===== config.mk =====
export PLATFORM = sky130hd
export DESIGN_NAME = oovm_monitor
export DESIGN_NICKNAME = d
export VERILOG_FILES = /design/src/verilog/oovm_pkg.sv /design/src/verilog/oovm_timer_if.sv /design/src/verilog/oovm_monitor.sv /design/src/verilog/oovm_retry_timer.sv
export SDC_FILE = /design/constraint.sdc
export NUM_CORES = 1
export LEC_CHECK = 0
export ABC_CLOCK_PERIOD_IN_PS = 16800
export BUFFER_PORTS_ARGS = -buffer_cell sky130_fd_sc_hd__buf_2
export CAP_MARGIN = 30
export CORE_AREA = 2 2 159 192
export CTS_CLUSTER_DIAMETER = 60
export DETAILED_ROUTE_END_ITERATION = 7
export DIE_AREA = 0 0 161 194
export MAX_ROUTING_LAYER = met4
export PLACE_DENSITY_LB_ADDON = 0.1
export SLEW_MARGIN = 10
export SYNTH_ARGS = -nofsm -noshare
export SYNTH_HDL_FRONTEND = slang
export SYNTH_SLANG_ARGS = --single-unit

===== constraint.sdc =====
create_clock -name clk -period 16.8 [get_ports clk]
set_input_delay 3.36 -clock clk [delete_from_list [all_inputs] [get_ports clk]]
set_output_delay 3.36 -clock clk [all_outputs]
set_load 0.01 [all_outputs]

===== src/verilog/oovm_pkg.sv =====
// Package: constants and types of the output overvoltage fault monitor
`default_nettype none
package oovm_pkg;
  // ****************************************
  // Widths and command codes
  // ****************************************
  localparam int VOUT_W = 16;
  localparam logic [7:0] CMD_CLEAR_FAULTS = 8'h03;
  localparam logic [7:0] CMD_OV_FAULT_THR = 8'h40;
  localparam logic [7:0] CMD_OV_REACTION = 8'h41;
  localparam logic [7:0] CMD_OV_WARN_THR = 8'h42;
  // ****************************************
  // Field positions and values
  // ****************************************
  localparam int RESP_HI = 7;
  localparam int RESP_LO = 6;
  localparam int RETRY_HI = 5;
  localparam int RETRY_LO = 3;
  localparam int DELAY_HI = 2;
  localparam logic [1:0] RESP_RETRY = 2'h2;
  localparam logic [2:0] RETRY_NONE = 3'h0;
  localparam logic [7:0] REACTION_RESET = 8'h80;
  // Thresholds are volts times 2^13; fault span up to 6.0 V, warning up to 5.5 V
  localparam logic [15:0] FAULT_THR_MAX = 16'hc000;
  localparam logic [15:0] WARN_THR_MAX = 16'hb000;
  // Strap scaling: fault 1.10, warning 1.08 of the setpoint
  localparam logic [19:0] FAULT_NUM = 20'h0_000b;
  localparam logic [19:0] FAULT_DEN = 20'h0_000a;
  localparam logic [19:0] WARN_NUM = 20'h0_001b;
  localparam logic [19:0] WARN_DEN = 20'h0_0019;
  // ****************************************
  // Timing
  // ****************************************
  localparam int CLK_PERIOD_NS = 5;
  localparam int RETRY_UNIT_MS = 35;
  localparam int RETRY_UNIT_CYCLES = RETRY_UNIT_MS * 1000000 / CLK_PERIOD_NS;
  localparam int UNIT_W = 23;
  // ****************************************
  // Supervisor states
  // ****************************************
  typedef enum logic [3:0] {
    ST_RUN = 4'h1,
    ST_LATCH = 4'h2,
    ST_RETRY = 4'h4,
    ST_OFF = 4'h8
  } oovm_state_t;
endpackage
`default_nettype wire


===== src/verilog/oovm_timer_if.sv =====
// Interface: start and expiry between supervisor and retry-delay timer
`default_nettype none
interface oovm_timer_if;
  logic start;
  logic [2:0] code;
  logic expired;
  modport ctrl (output start, output code, input expired);
  modport timer (input start, input code, output expired);
endinterface
`default_nettype wire

===== src/verilog/oovm_monitor.sv =====
// Output overvoltage supervisor: thresholds, flags, alert and fault reaction
`default_nettype none
// Operation
// Thresholds are unsigned volts times 2^-13
// Out-of-range threshold writes are rejected
// Fault threshold defaults to 1.10 setpoint
// Fault sets summary and fault flag, notifies
// Warning sets summary and warning flag, notifies
// Restart waits until output below warning
// Host keeps warning below fault threshold; the monitor does not check it, and t_limits briefly sets fault below warning
// Reaction bits 7:6 must hold retry code
// Fault pulls alert low, flag sticky until clear
// Retry field zero latches output off
// Nonzero retry field retries until stopped
// Restart spacing is (delay+1) times 35ms
// Warning threshold defaults to 1.08 setpoint
// Fast rise may skip the warning record
// Both checks share one unsigned comparison scale
module oovm_monitor #(
  parameter int RETRY_UNIT_CYCLES = oovm_pkg::RETRY_UNIT_CYCLES
) (
  // Clock and reset
  input wire logic clk,
  input wire logic reset_n,
  // Command port (transaction layer of the management bus)
  input wire logic cmd_valid,
  input wire logic cmd_write,
  input wire logic [7:0] cmd_code,
  input wire logic [oovm_pkg::VOUT_W-1:0] cmd_wdata,
  output logic [oovm_pkg::VOUT_W-1:0] cmd_rdata,
  output logic cmd_ack,
  output logic cmd_reject,
  // Measurement and strap
  input wire logic [oovm_pkg::VOUT_W-1:0] vout_meas,
  input wire logic [oovm_pkg::VOUT_W-1:0] setpoint_strap_pin,
  // Run conditions
  input wire logic enable_on,
  input wire logic bias_ok,
  input wire logic other_fault_off,
  // Power stage and status
  output logic power_stage_en,
  output logic restart_pulse,
  output logic vout_summary_flag,
  output logic overvoltage_warning_flag,
  output logic overvoltage_fault_flag,
  output logic alert_out_n
);
  import oovm_pkg::*;

  // ****************************************
  // Registers
  // ****************************************
  logic [VOUT_W-1:0] fault_thr_reg;
  logic [VOUT_W-1:0] warn_thr_reg;
  logic [7:0] reaction_reg;
  logic [VOUT_W-1:0] rdata_reg;
  logic ack_reg;
  logic reject_reg;
  logic fault_flag_reg;
  logic warn_flag_reg;
  logic alert_n_reg;
  logic stage_en_reg;
  logic restart_reg;
  oovm_state_t state_reg;
  oovm_state_t state_next;
  oovm_timer_if tif ();

  // ****************************************
  // Strap defaults and comparisons
  // ****************************************
  // Setpoint scaled to the fault and warning defaults
  // Wide enough that a full-span strap times 27 does not wrap
  wire [23:0] strap_wide = {8'h00, setpoint_strap_pin};
  wire [23:0] fault_prod = strap_wide * 24'(FAULT_NUM);
  wire [23:0] warn_prod = strap_wide * 24'(WARN_NUM);
  wire [23:0] fault_quot = fault_prod / 24'(FAULT_DEN);
  wire [23:0] warn_quot = warn_prod / 24'(WARN_DEN);
  wire [VOUT_W-1:0] fault_default = fault_quot[VOUT_W-1:0];
  wire [VOUT_W-1:0] warn_default = warn_quot[VOUT_W-1:0];
  // One unsigned scale for measurement and both thresholds
  wire fault_above = vout_meas > fault_thr_reg;
  wire warn_above = vout_meas > warn_thr_reg;
  wire below_warn = vout_meas < warn_thr_reg;
  wire stop_cond = !enable_on || !bias_ok || other_fault_off;
  wire [2:0] retry_field = reaction_reg[RETRY_HI:RETRY_LO];

  // ****************************************
  // Command decode
  // ****************************************
  // Writes outside the span or with an unused reaction code are refused
  wire hit_fault = cmd_code == CMD_OV_FAULT_THR;
  wire hit_react = cmd_code == CMD_OV_REACTION;
  wire hit_warn = cmd_code == CMD_OV_WARN_THR;
  wire hit_clear = cmd_code == CMD_CLEAR_FAULTS;
  wire wr = cmd_valid && cmd_write;
  wire wr_fault_ok = wr && hit_fault && (cmd_wdata <= FAULT_THR_MAX);
  wire wr_warn_ok = wr && hit_warn && (cmd_wdata <= WARN_THR_MAX);
  wire wr_react_ok = wr && hit_react && (cmd_wdata[RESP_HI:RESP_LO] == RESP_RETRY);
  wire clear_cmd = wr && hit_clear;
  wire rd_ok = cmd_valid && !cmd_write && (hit_fault || hit_react || hit_warn);
  wire cmd_ok = wr_fault_ok || wr_warn_ok || wr_react_ok || clear_cmd || rd_ok;
  wire [VOUT_W-1:0] rd_mux = hit_fault ? fault_thr_reg :
                             hit_warn ? warn_thr_reg : {8'h00, reaction_reg};

  // Threshold and reaction storage, threshold defaults caught from the strap in reset
  always_ff @(posedge clk) begin
    if (!reset_n) begin
      fault_thr_reg <= fault_default;
      warn_thr_reg <= warn_default;
      reaction_reg <= REACTION_RESET;
    end else begin
      if (wr_fault_ok) fault_thr_reg <= cmd_wdata;
      if (wr_warn_ok) warn_thr_reg <= cmd_wdata;
      if (wr_react_ok) reaction_reg <= cmd_wdata[7:0];
    end
  end

  // Answer one cycle after the request
  always_ff @(posedge clk) begin
    if (!reset_n) begin
      rdata_reg <= '0;
      ack_reg <= 1'b0;
      reject_reg <= 1'b0;
    end else begin
      if (rd_ok) rdata_reg <= rd_mux;
      ack_reg <= cmd_valid && cmd_ok;
      reject_reg <= cmd_valid && !cmd_ok;
    end
  end

  // ****************************************
  // Status flags and alert
  // ****************************************
  // Sticky flags; a new event wins over a clear in the same cycle
  wire fault_flag_next = fault_above || (fault_flag_reg && !clear_cmd);
  wire warn_flag_next = warn_above || (warn_flag_reg && !clear_cmd);
  always_ff @(posedge clk) begin
    if (!reset_n) begin
      fault_flag_reg <= 1'b0;
      warn_flag_reg <= 1'b0;
      alert_n_reg <= 1'b1;
    end else begin
      fault_flag_reg <= fault_flag_next;
      warn_flag_reg <= warn_flag_next;
      alert_n_reg <= !(fault_flag_next || warn_flag_next);
    end
  end

  // ****************************************
  // Fault reaction
  // ****************************************
  // Latch off on a zero retry field, otherwise wait out delay and low voltage
  always_comb begin
    state_next = state_reg;
    case (state_reg)
      ST_RUN: begin
        if (stop_cond) state_next = ST_OFF;
        else if (fault_above) state_next = (retry_field == RETRY_NONE) ? ST_LATCH : ST_RETRY;
      end
      ST_RETRY: begin
        if (stop_cond) state_next = ST_OFF;
        else if (tif.expired && below_warn) state_next = ST_RUN;
      end
      ST_LATCH: state_next = ST_LATCH;
      ST_OFF: begin
        if (!stop_cond) state_next = ST_RUN;
      end
      default: state_next = ST_OFF;
    endcase
  end
  assign tif.start = (state_reg == ST_RUN) && (state_next == ST_RETRY);
  assign tif.code = reaction_reg[DELAY_HI:0];

  always_ff @(posedge clk) begin
    if (!reset_n) begin
      state_reg <= ST_OFF;
      stage_en_reg <= 1'b0;
      restart_reg <= 1'b0;
    end else begin
      state_reg <= state_next;
      stage_en_reg <= state_next == ST_RUN;
      restart_reg <= (state_reg == ST_RETRY) && (state_next == ST_RUN);
    end
  end

  oovm_retry_timer #(
    .UNIT_CYCLES(RETRY_UNIT_CYCLES)
  ) u_timer (
    .clk(clk),
    .reset_n(reset_n),
    .tif(tif)
  );

  // ****************************************
  // Outputs
  // ****************************************
  assign cmd_rdata = rdata_reg;
  assign cmd_ack = ack_reg;
  assign cmd_reject = reject_reg;
  assign power_stage_en = stage_en_reg;
  assign restart_pulse = restart_reg;
  assign vout_summary_flag = fault_flag_reg || warn_flag_reg;
  assign overvoltage_warning_flag = warn_flag_reg;
  assign overvoltage_fault_flag = fault_flag_reg;
  assign alert_out_n = alert_n_reg;
endmodule
`default_nettype wire


===== src/verilog/oovm_retry_timer.sv =====
// Retry delay timer: (code + 1) units of the retry time step
`default_nettype none
module oovm_retry_timer #(
  parameter int UNIT_CYCLES = oovm_pkg::RETRY_UNIT_CYCLES
) (
  // Clock and reset
  input wire logic clk,
  input wire logic reset_n,
  // Supervisor side
  oovm_timer_if.timer tif
);
  import oovm_pkg::*;
  logic [UNIT_W-1:0] unit_reg;
  logic [2:0] step_reg;
  logic [2:0] code_reg;
  logic run_reg;
  wire unit_end = (unit_reg == UNIT_W'(UNIT_CYCLES - 1));
  wire last_unit = unit_end && (step_reg == code_reg);
  // Counts whole units, then steps until the coded count is reached
  always_ff @(posedge clk) begin
    if (!reset_n) begin
      unit_reg <= '0;
      step_reg <= '0;
      code_reg <= '0;
      run_reg <= 1'b0;
    end else if (tif.start) begin
      unit_reg <= '0;
      step_reg <= '0;
      code_reg <= tif.code;
      run_reg <= 1'b1;
    end else if (run_reg) begin
      unit_reg <= unit_end ? '0 : unit_reg + 1'b1;
      step_reg <= unit_end ? step_reg + 1'b1 : step_reg;
      run_reg <= !last_unit;
    end
  end
  assign tif.expired = !run_reg;
endmodule
`default_nettype wire


Yosys cells after proc, flatten, opt, wreduce, memory -nomap -nowiden
Index checks and enable logic that the tools add are counted.
Widths: inputs -> output; s select.
{"block": "classes", "addsub": 2, "mux": 16, "div_mod_pow": 2, "n_bitwise": 1, "n_eq_ne": 15, "n_lt_le_gt_ge": 5, "reduce_logical": 41, "mul": 2}
{"op": "$mux 16", "count": 6}
{"op": "$gt 16x16->1", "count": 2}
{"op": "$le 16x16->1 const B", "count": 2}
{"op": "$div 24x4->24 const B", "count": 1}
{"op": "$div 24x5->24 const B", "count": 1}
{"op": "$eq 8x7->1 const B", "count": 3}
{"op": "$add 23x1->23 const B", "count": 1}
{"op": "$eq 23x23->1 const B", "count": 1}
{"op": "$mux 23", "count": 1}
{"op": "$mul 16x5->21 const B", "count": 1}
{"op": "$mul 16x4->20 const B", "count": 1}
{"op": "$mux 4", "count": 5}
{"op": "$logic_and 1x1->1", "count": 18}
{"op": "$lt 16x16->1", "count": 1}
{"op": "$pmux 4 s4", "count": 1}
{"op": "$logic_or 1x1->1", "count": 12}
{"op": "$eq 4x1->1 const B", "count": 2}
{"op": "$eq 4x3->1 const B", "count": 2}
{"op": "$eq 8x2->1 const B", "count": 1}
{"op": "$logic_not 1->1", "count": 8}
{"op": "$eq 4x2->1 const B", "count": 1}
{"op": "$eq 4x4->1 const B", "count": 1}
{"op": "$ne 2x1->1 const B", "count": 2}
{"op": "$add 3x1->3 const B", "count": 1}
{"op": "8 further kinds", "count": 9}
{"block": "word_totals", "inputBits": 63, "elab_cells": 100, "output_inout_bits": 24, "register_bits": 97}

Depth between registers and ports, before layout
{"block": "logic_depth", "ltp_word": 9, "depth_mapped": 59, "depth_no_buf": 51}

By module
A second synthesis with hierarchy kept.
{"block": "hier_totals", "hier_cells": 1953, "area_unflattened_um2": 15172.1}
{"module": "oovm_monitor", "instances": 1, "cells_per_inst": 1781, "area_per_inst_um2": 13649.3, "seq_area_each_um2": 1661.6}
{"module": "oovm_retry_timer", "instances": 1, "cells_per_inst": 172, "area_per_inst_um2": 1522.7, "seq_area_each_um2": 600.6}

Worst setup path after synthesis
OpenSTA, ideal clock, no wires.
{"block": "synth_path", "path_kind": "in2reg", "from": "input port setpoint_strap_pin[8] (netlist bit)", "to": "register warn_thr_reg[0], data pin", "t_required_ns": 16.538, "setup_time_ns": 0.262, "slack_ns": 0.769, "arrival_time_ns": 15.768, "stages": 54, "n_path_buf": 4, "cell_sequence": "ha_1 fa_1 inv_1 fa_1 inv_1 ha_1 a21o_1 a21boi_1 mux2i_1 o31a_1 and3_4 buf_6 nor2_4 o22ai_1 a221oi_4 buf_4 a2111o_1 a2111oi_1 (+18 left out) a311oi_2 o22a_2 a211oi_2 a21o_1 xor2_1 o31ai_1 mux2i_1 o21a_2 o21a_1 inv_1 ha_1 maj3_1 a21oi_2 o22ai_2 o31ai_1 a21oi_1 o211ai_1 a2bb2oi_1"}
{"block": "synth_via", "elab_chain_cells": 3}
{"element": "from (decl)", "line": "oovm_monitor.sv:35", "text": "input wire logic [oovm_pkg::VOUT_W-1:0] setpoint_strap_pin,"}
{"element": "$mul 16x5->21", "line": "oovm_monitor.sv:75", "text": "wire [23:0] warn_prod = strap_wide * 24'(WARN_NUM);"}
{"element": "$div 24x5->24", "line": "oovm_monitor.sv:77", "text": "wire [23:0] warn_quot = warn_prod / 24'(WARN_DEN);"}
{"element": "$mux 16", "line": "oovm_monitor.sv:107", "text": "if (!reset_n) begin"}
{"element": "to (signal assigned)", "line": "oovm_monitor.sv:109", "text": "warn_thr_reg <= warn_default;"}
{"element": "to (signal assigned)", "line": "oovm_monitor.sv:113", "text": "if (wr_warn_ok) warn_thr_reg <= cmd_wdata;"}
{"element": "to (decl)", "line": "oovm_monitor.sv:54", "text": "logic [VOUT_W-1:0] warn_thr_reg;"}
No other way between the ends.
A chain may end at the register's enable or synchronous reset.

Worst setup path after layout
{"block": "layout_path", "from": "input port setpoint_strap_pin[1] (netlist bit)", "to": "register warn_thr_reg[0], data pin"}
The elaborated chain is that of the path after synthesis.

==> impl_metrics.ini <==
[logic_synthesis]
synth_area_um2 = 14600
async_reset_ff_share_pct = 0
netlist_instances = 1920
synthFlopType = dfxtp_1
synth_cell_types = 122
yosys-top-cells-area = ha_1, dfxtp_1, edfxtp_1
synth_fp_nets = 2130
synth.avg_cell_area_um2 = 7.58
synth_edf_count = 32
yosysTopAreaCell = ha_1
ys_ff_latch = 97
yosys_warnings = 0
synth_top_cell_area_share_pct = 9.63
yosysSeqAreaShare_pct = 15.5

[die]
coreArea_um2 = 29400
fp.dieH_um = 194
fp.dieW_um = 161
rows = 69
initial_core_util_pct = 49.6
ioPinCount = 87
die-area_um2 = 31200

[final_layout]
area_growth_pct = 18.8
fin_nets = 2324
largest_reg_flops = 23
layout-drive-gt1-share_pct = 20.6
antenna_cells = 0

[detailed_routing]
drtAntennaViolNets = 0
drt-initial-drc-count = 1327
drt_wl_total_um = 45300
vias_per_cell = 6.19
drc = 2
drt-pass1-iter-count = 8
wl_per_cell_um = 18.1
vias = 15500

[grt]
grt_pass1_vias = 14400
grt_pass1_wl_um = 72100
antenna_found_initial = 0
grt_remaining_overflow = 0
grt_max_degree = 40
gr-usage-all-layers_pct = 28.5

[worst_setup_path]
cp-end-kind = register
worst_path_most_repeated_cell = buf_4
arrival_ns = 16.56
path_class = primary input to register
crit_required_ns = 16.90
worst_path_max_delay_cell = or4_1
cp_max_fo = 9
slowest_delay_ns = 0.61
worstSetupStartpointType = primary input

[sta]
fmax_mhz = 60.7
rsz0062_at_grt = yes
holdWs_ns = 0.473
fin_crit_sh_pct = 98.0
final.setup_skew_ns = 0.00897
hold_viol = 0
slew_headroom_pct = 24.1
fin_ws_ns = 0.334
slew_viol_final = 0
setup_violations = 0
period_needed_ns = 16.47
tightest_slew_ns = 1.13

[run_status]
run_status = finished with violations
violations = DRC

[clock_tree]
cts_sinks = 97
cts-buffers-inserted = 9
cts.clk_slew.worst_paths_ns = 0.07
cts_hold_buffers = 0
clock_path_buffers = 2
cts_tree = yes
cts_htree_levels = 3
clk_latency_ns = 0.36
cts-root-buf = clkbuf_16

[placement]
place_ws_ns = -0.293
gp_congestion = 0.947
io_buffers = 86
hpwl_um = 36500

[job]
cap_viol_max_count = 0

[min_path]
hold_path.class = register to register
synthesized netlist by cell type (all sizes together) (18+ instances only):
| library cell | number |
|---|---|
| xor2 | 32 |
| nand2 | 139 |
| o21a | 24 |
| a31oi | 24 |
| nand4 | 28 |
| nand2b | 19 |
| inv | 171 |
| and2 | 22 |
| buf | 22 |
| nor4 | 22 |
| a21o | 26 |
| a211oi | 54 |
| xnor2 | 66 |
| a221oi | 19 |
| o211ai | 26 |
| or3 | 18 |
| nor2 | 190 |
| mux2i | 39 |
| nand3 | 79 |
| a21oi | 120 |
| fa | 35 |
| edfxtp | 32 |
| ha | 112 |
| nor3 | 54 |
| and3 | 23 |
| clkbuf | 57 |
| dfxtp | 65 |
| o21ai | 120 |
worst paths after layout:
path / start / end / slack, ns / cells after the start
setup / recovery: setpoint_strap_pin[1] / warn_thr_reg[0] / 0.33 / 59
hold / removal: reaction_reg[7] / reaction_reg[7] / 0.47 / 1
setup reg to reg: fault_thr_reg[3] / u_timer.unit_reg[6] / 12.91 / 16
hold reg to reg: reaction_reg[7] / reaction_reg[7] / 0.47 / 1
worst max-delay path: cells and delay by family:
family	cells	cell delay (ns)
AND/OR/NAND/NOR	13	3.04
AO/OA/AOI/OAI	24	5.56
adder cells (fa/ha/maj)	6	2.20
multiplexers	3	0.61
buffers and inverters	13	1.76
what timing repair did:
item / 4_1_cts / 5_1_grt
buffers inserted: 0 / 20
gates resized for setup: 0 / 100
setup endpoints to repair: 0 / 2
per-stage QoR:
step / cell area [um^2] / TNS [ns] / utilization (%) / instances
3_5_place_dp: 16300 / -0.484 / 55.6 / 2472
4_1_cts: 16600 / 0 / 56.6 / 2488
3_3_place_gp: 16300 / -0.276 / 55.5 / 2467
2_1_floorplan: 14600 / 0 / - / 1920
6_report: 17300 / 0 / 58.9 / 2509
5_1_grt: 17300 / -0.604 / 58.9 / 2509
logic make-up (layout without fill, tap and decap cells):
kind of cell | Yosys count | in the layout | synth area share (%)
muxes | 51 | 51 | 3.70
DFF | 97 | 97 | 15.5
xor gates and xnor gates | 98 | 98 | 6.10
and+or+nand+nor | 657 | 657 | 22.4
buffers and inverters | 251 | 450 | 6.72
AOI/OAI and AO/OA | 617 | 617 | 31.0
adders and majority gates | 149 | 149 | 14.6
final cells by class:
class | instances | area, um^2
Tap cell | 390 | 488
Clock inverter | 4 | 33.8
Fill cell | 2730 | 12100
Multi-Input combinational cell | 1572 | 11800
Clock buffer | 12 | 258
Timing Repair Buffer | 262 | 1770
Sequential cell | 97 | 2260
Inverter | 172 | 646
metal layers:
layer	wire length [um]	GRT usage, %	vias up	share of wire (%)
met3	2200	1.82	93	4.8
met1	19300	35.1	7335	43
met5	0	-	-	0
met2	22600	50.4	547	50
li1	-	-	7550	-
met4	1220	7.94	0	2.7
placed cells by master, fill, tap and decap left out, types with 13 or more instances in the layout:
cell type | netlist | layout
or3_1 | 18 | 16
a221oi_1 | 17 | 14
o211ai_1 | 26 | 26
a211oi_1 | 47 | 41
nor3_1 | 54 | 49
nor2_1 | 188 | 183
buf_4 | 2 | 172
edfxtp_1 | 32 | 32
nand2_1 | 137 | 134
o21ai_0 | 99 | 97
nand4_1 | 28 | 28
dfxtp_1 | 65 | 65
a21oi_1 | 113 | 110
inv_1 | 171 | 170
nor4_1 | 20 | 18
a211o_1 | 14 | 13
and3_1 | 22 | 20
a21o_1 | 26 | 25
o21ai_1 | 20 | 18
buf_2 | 17 | 87
and2_1 | 19 | 18
fa_1 | 35 | 35
xor2_1 | 30 | 30
nand2b_1 | 18 | 18
nand3_1 | 78 | 76
xnor2_1 | 64 | 63
ha_1 | 112 | 109
mux2i_1 | 38 | 37
o21a_1 | 22 | 20
a31oi_1 | 23 | 22
Power is not shown: default switching activity piles up to over one toggle a cycle in this logic, so the estimate is an artifact.
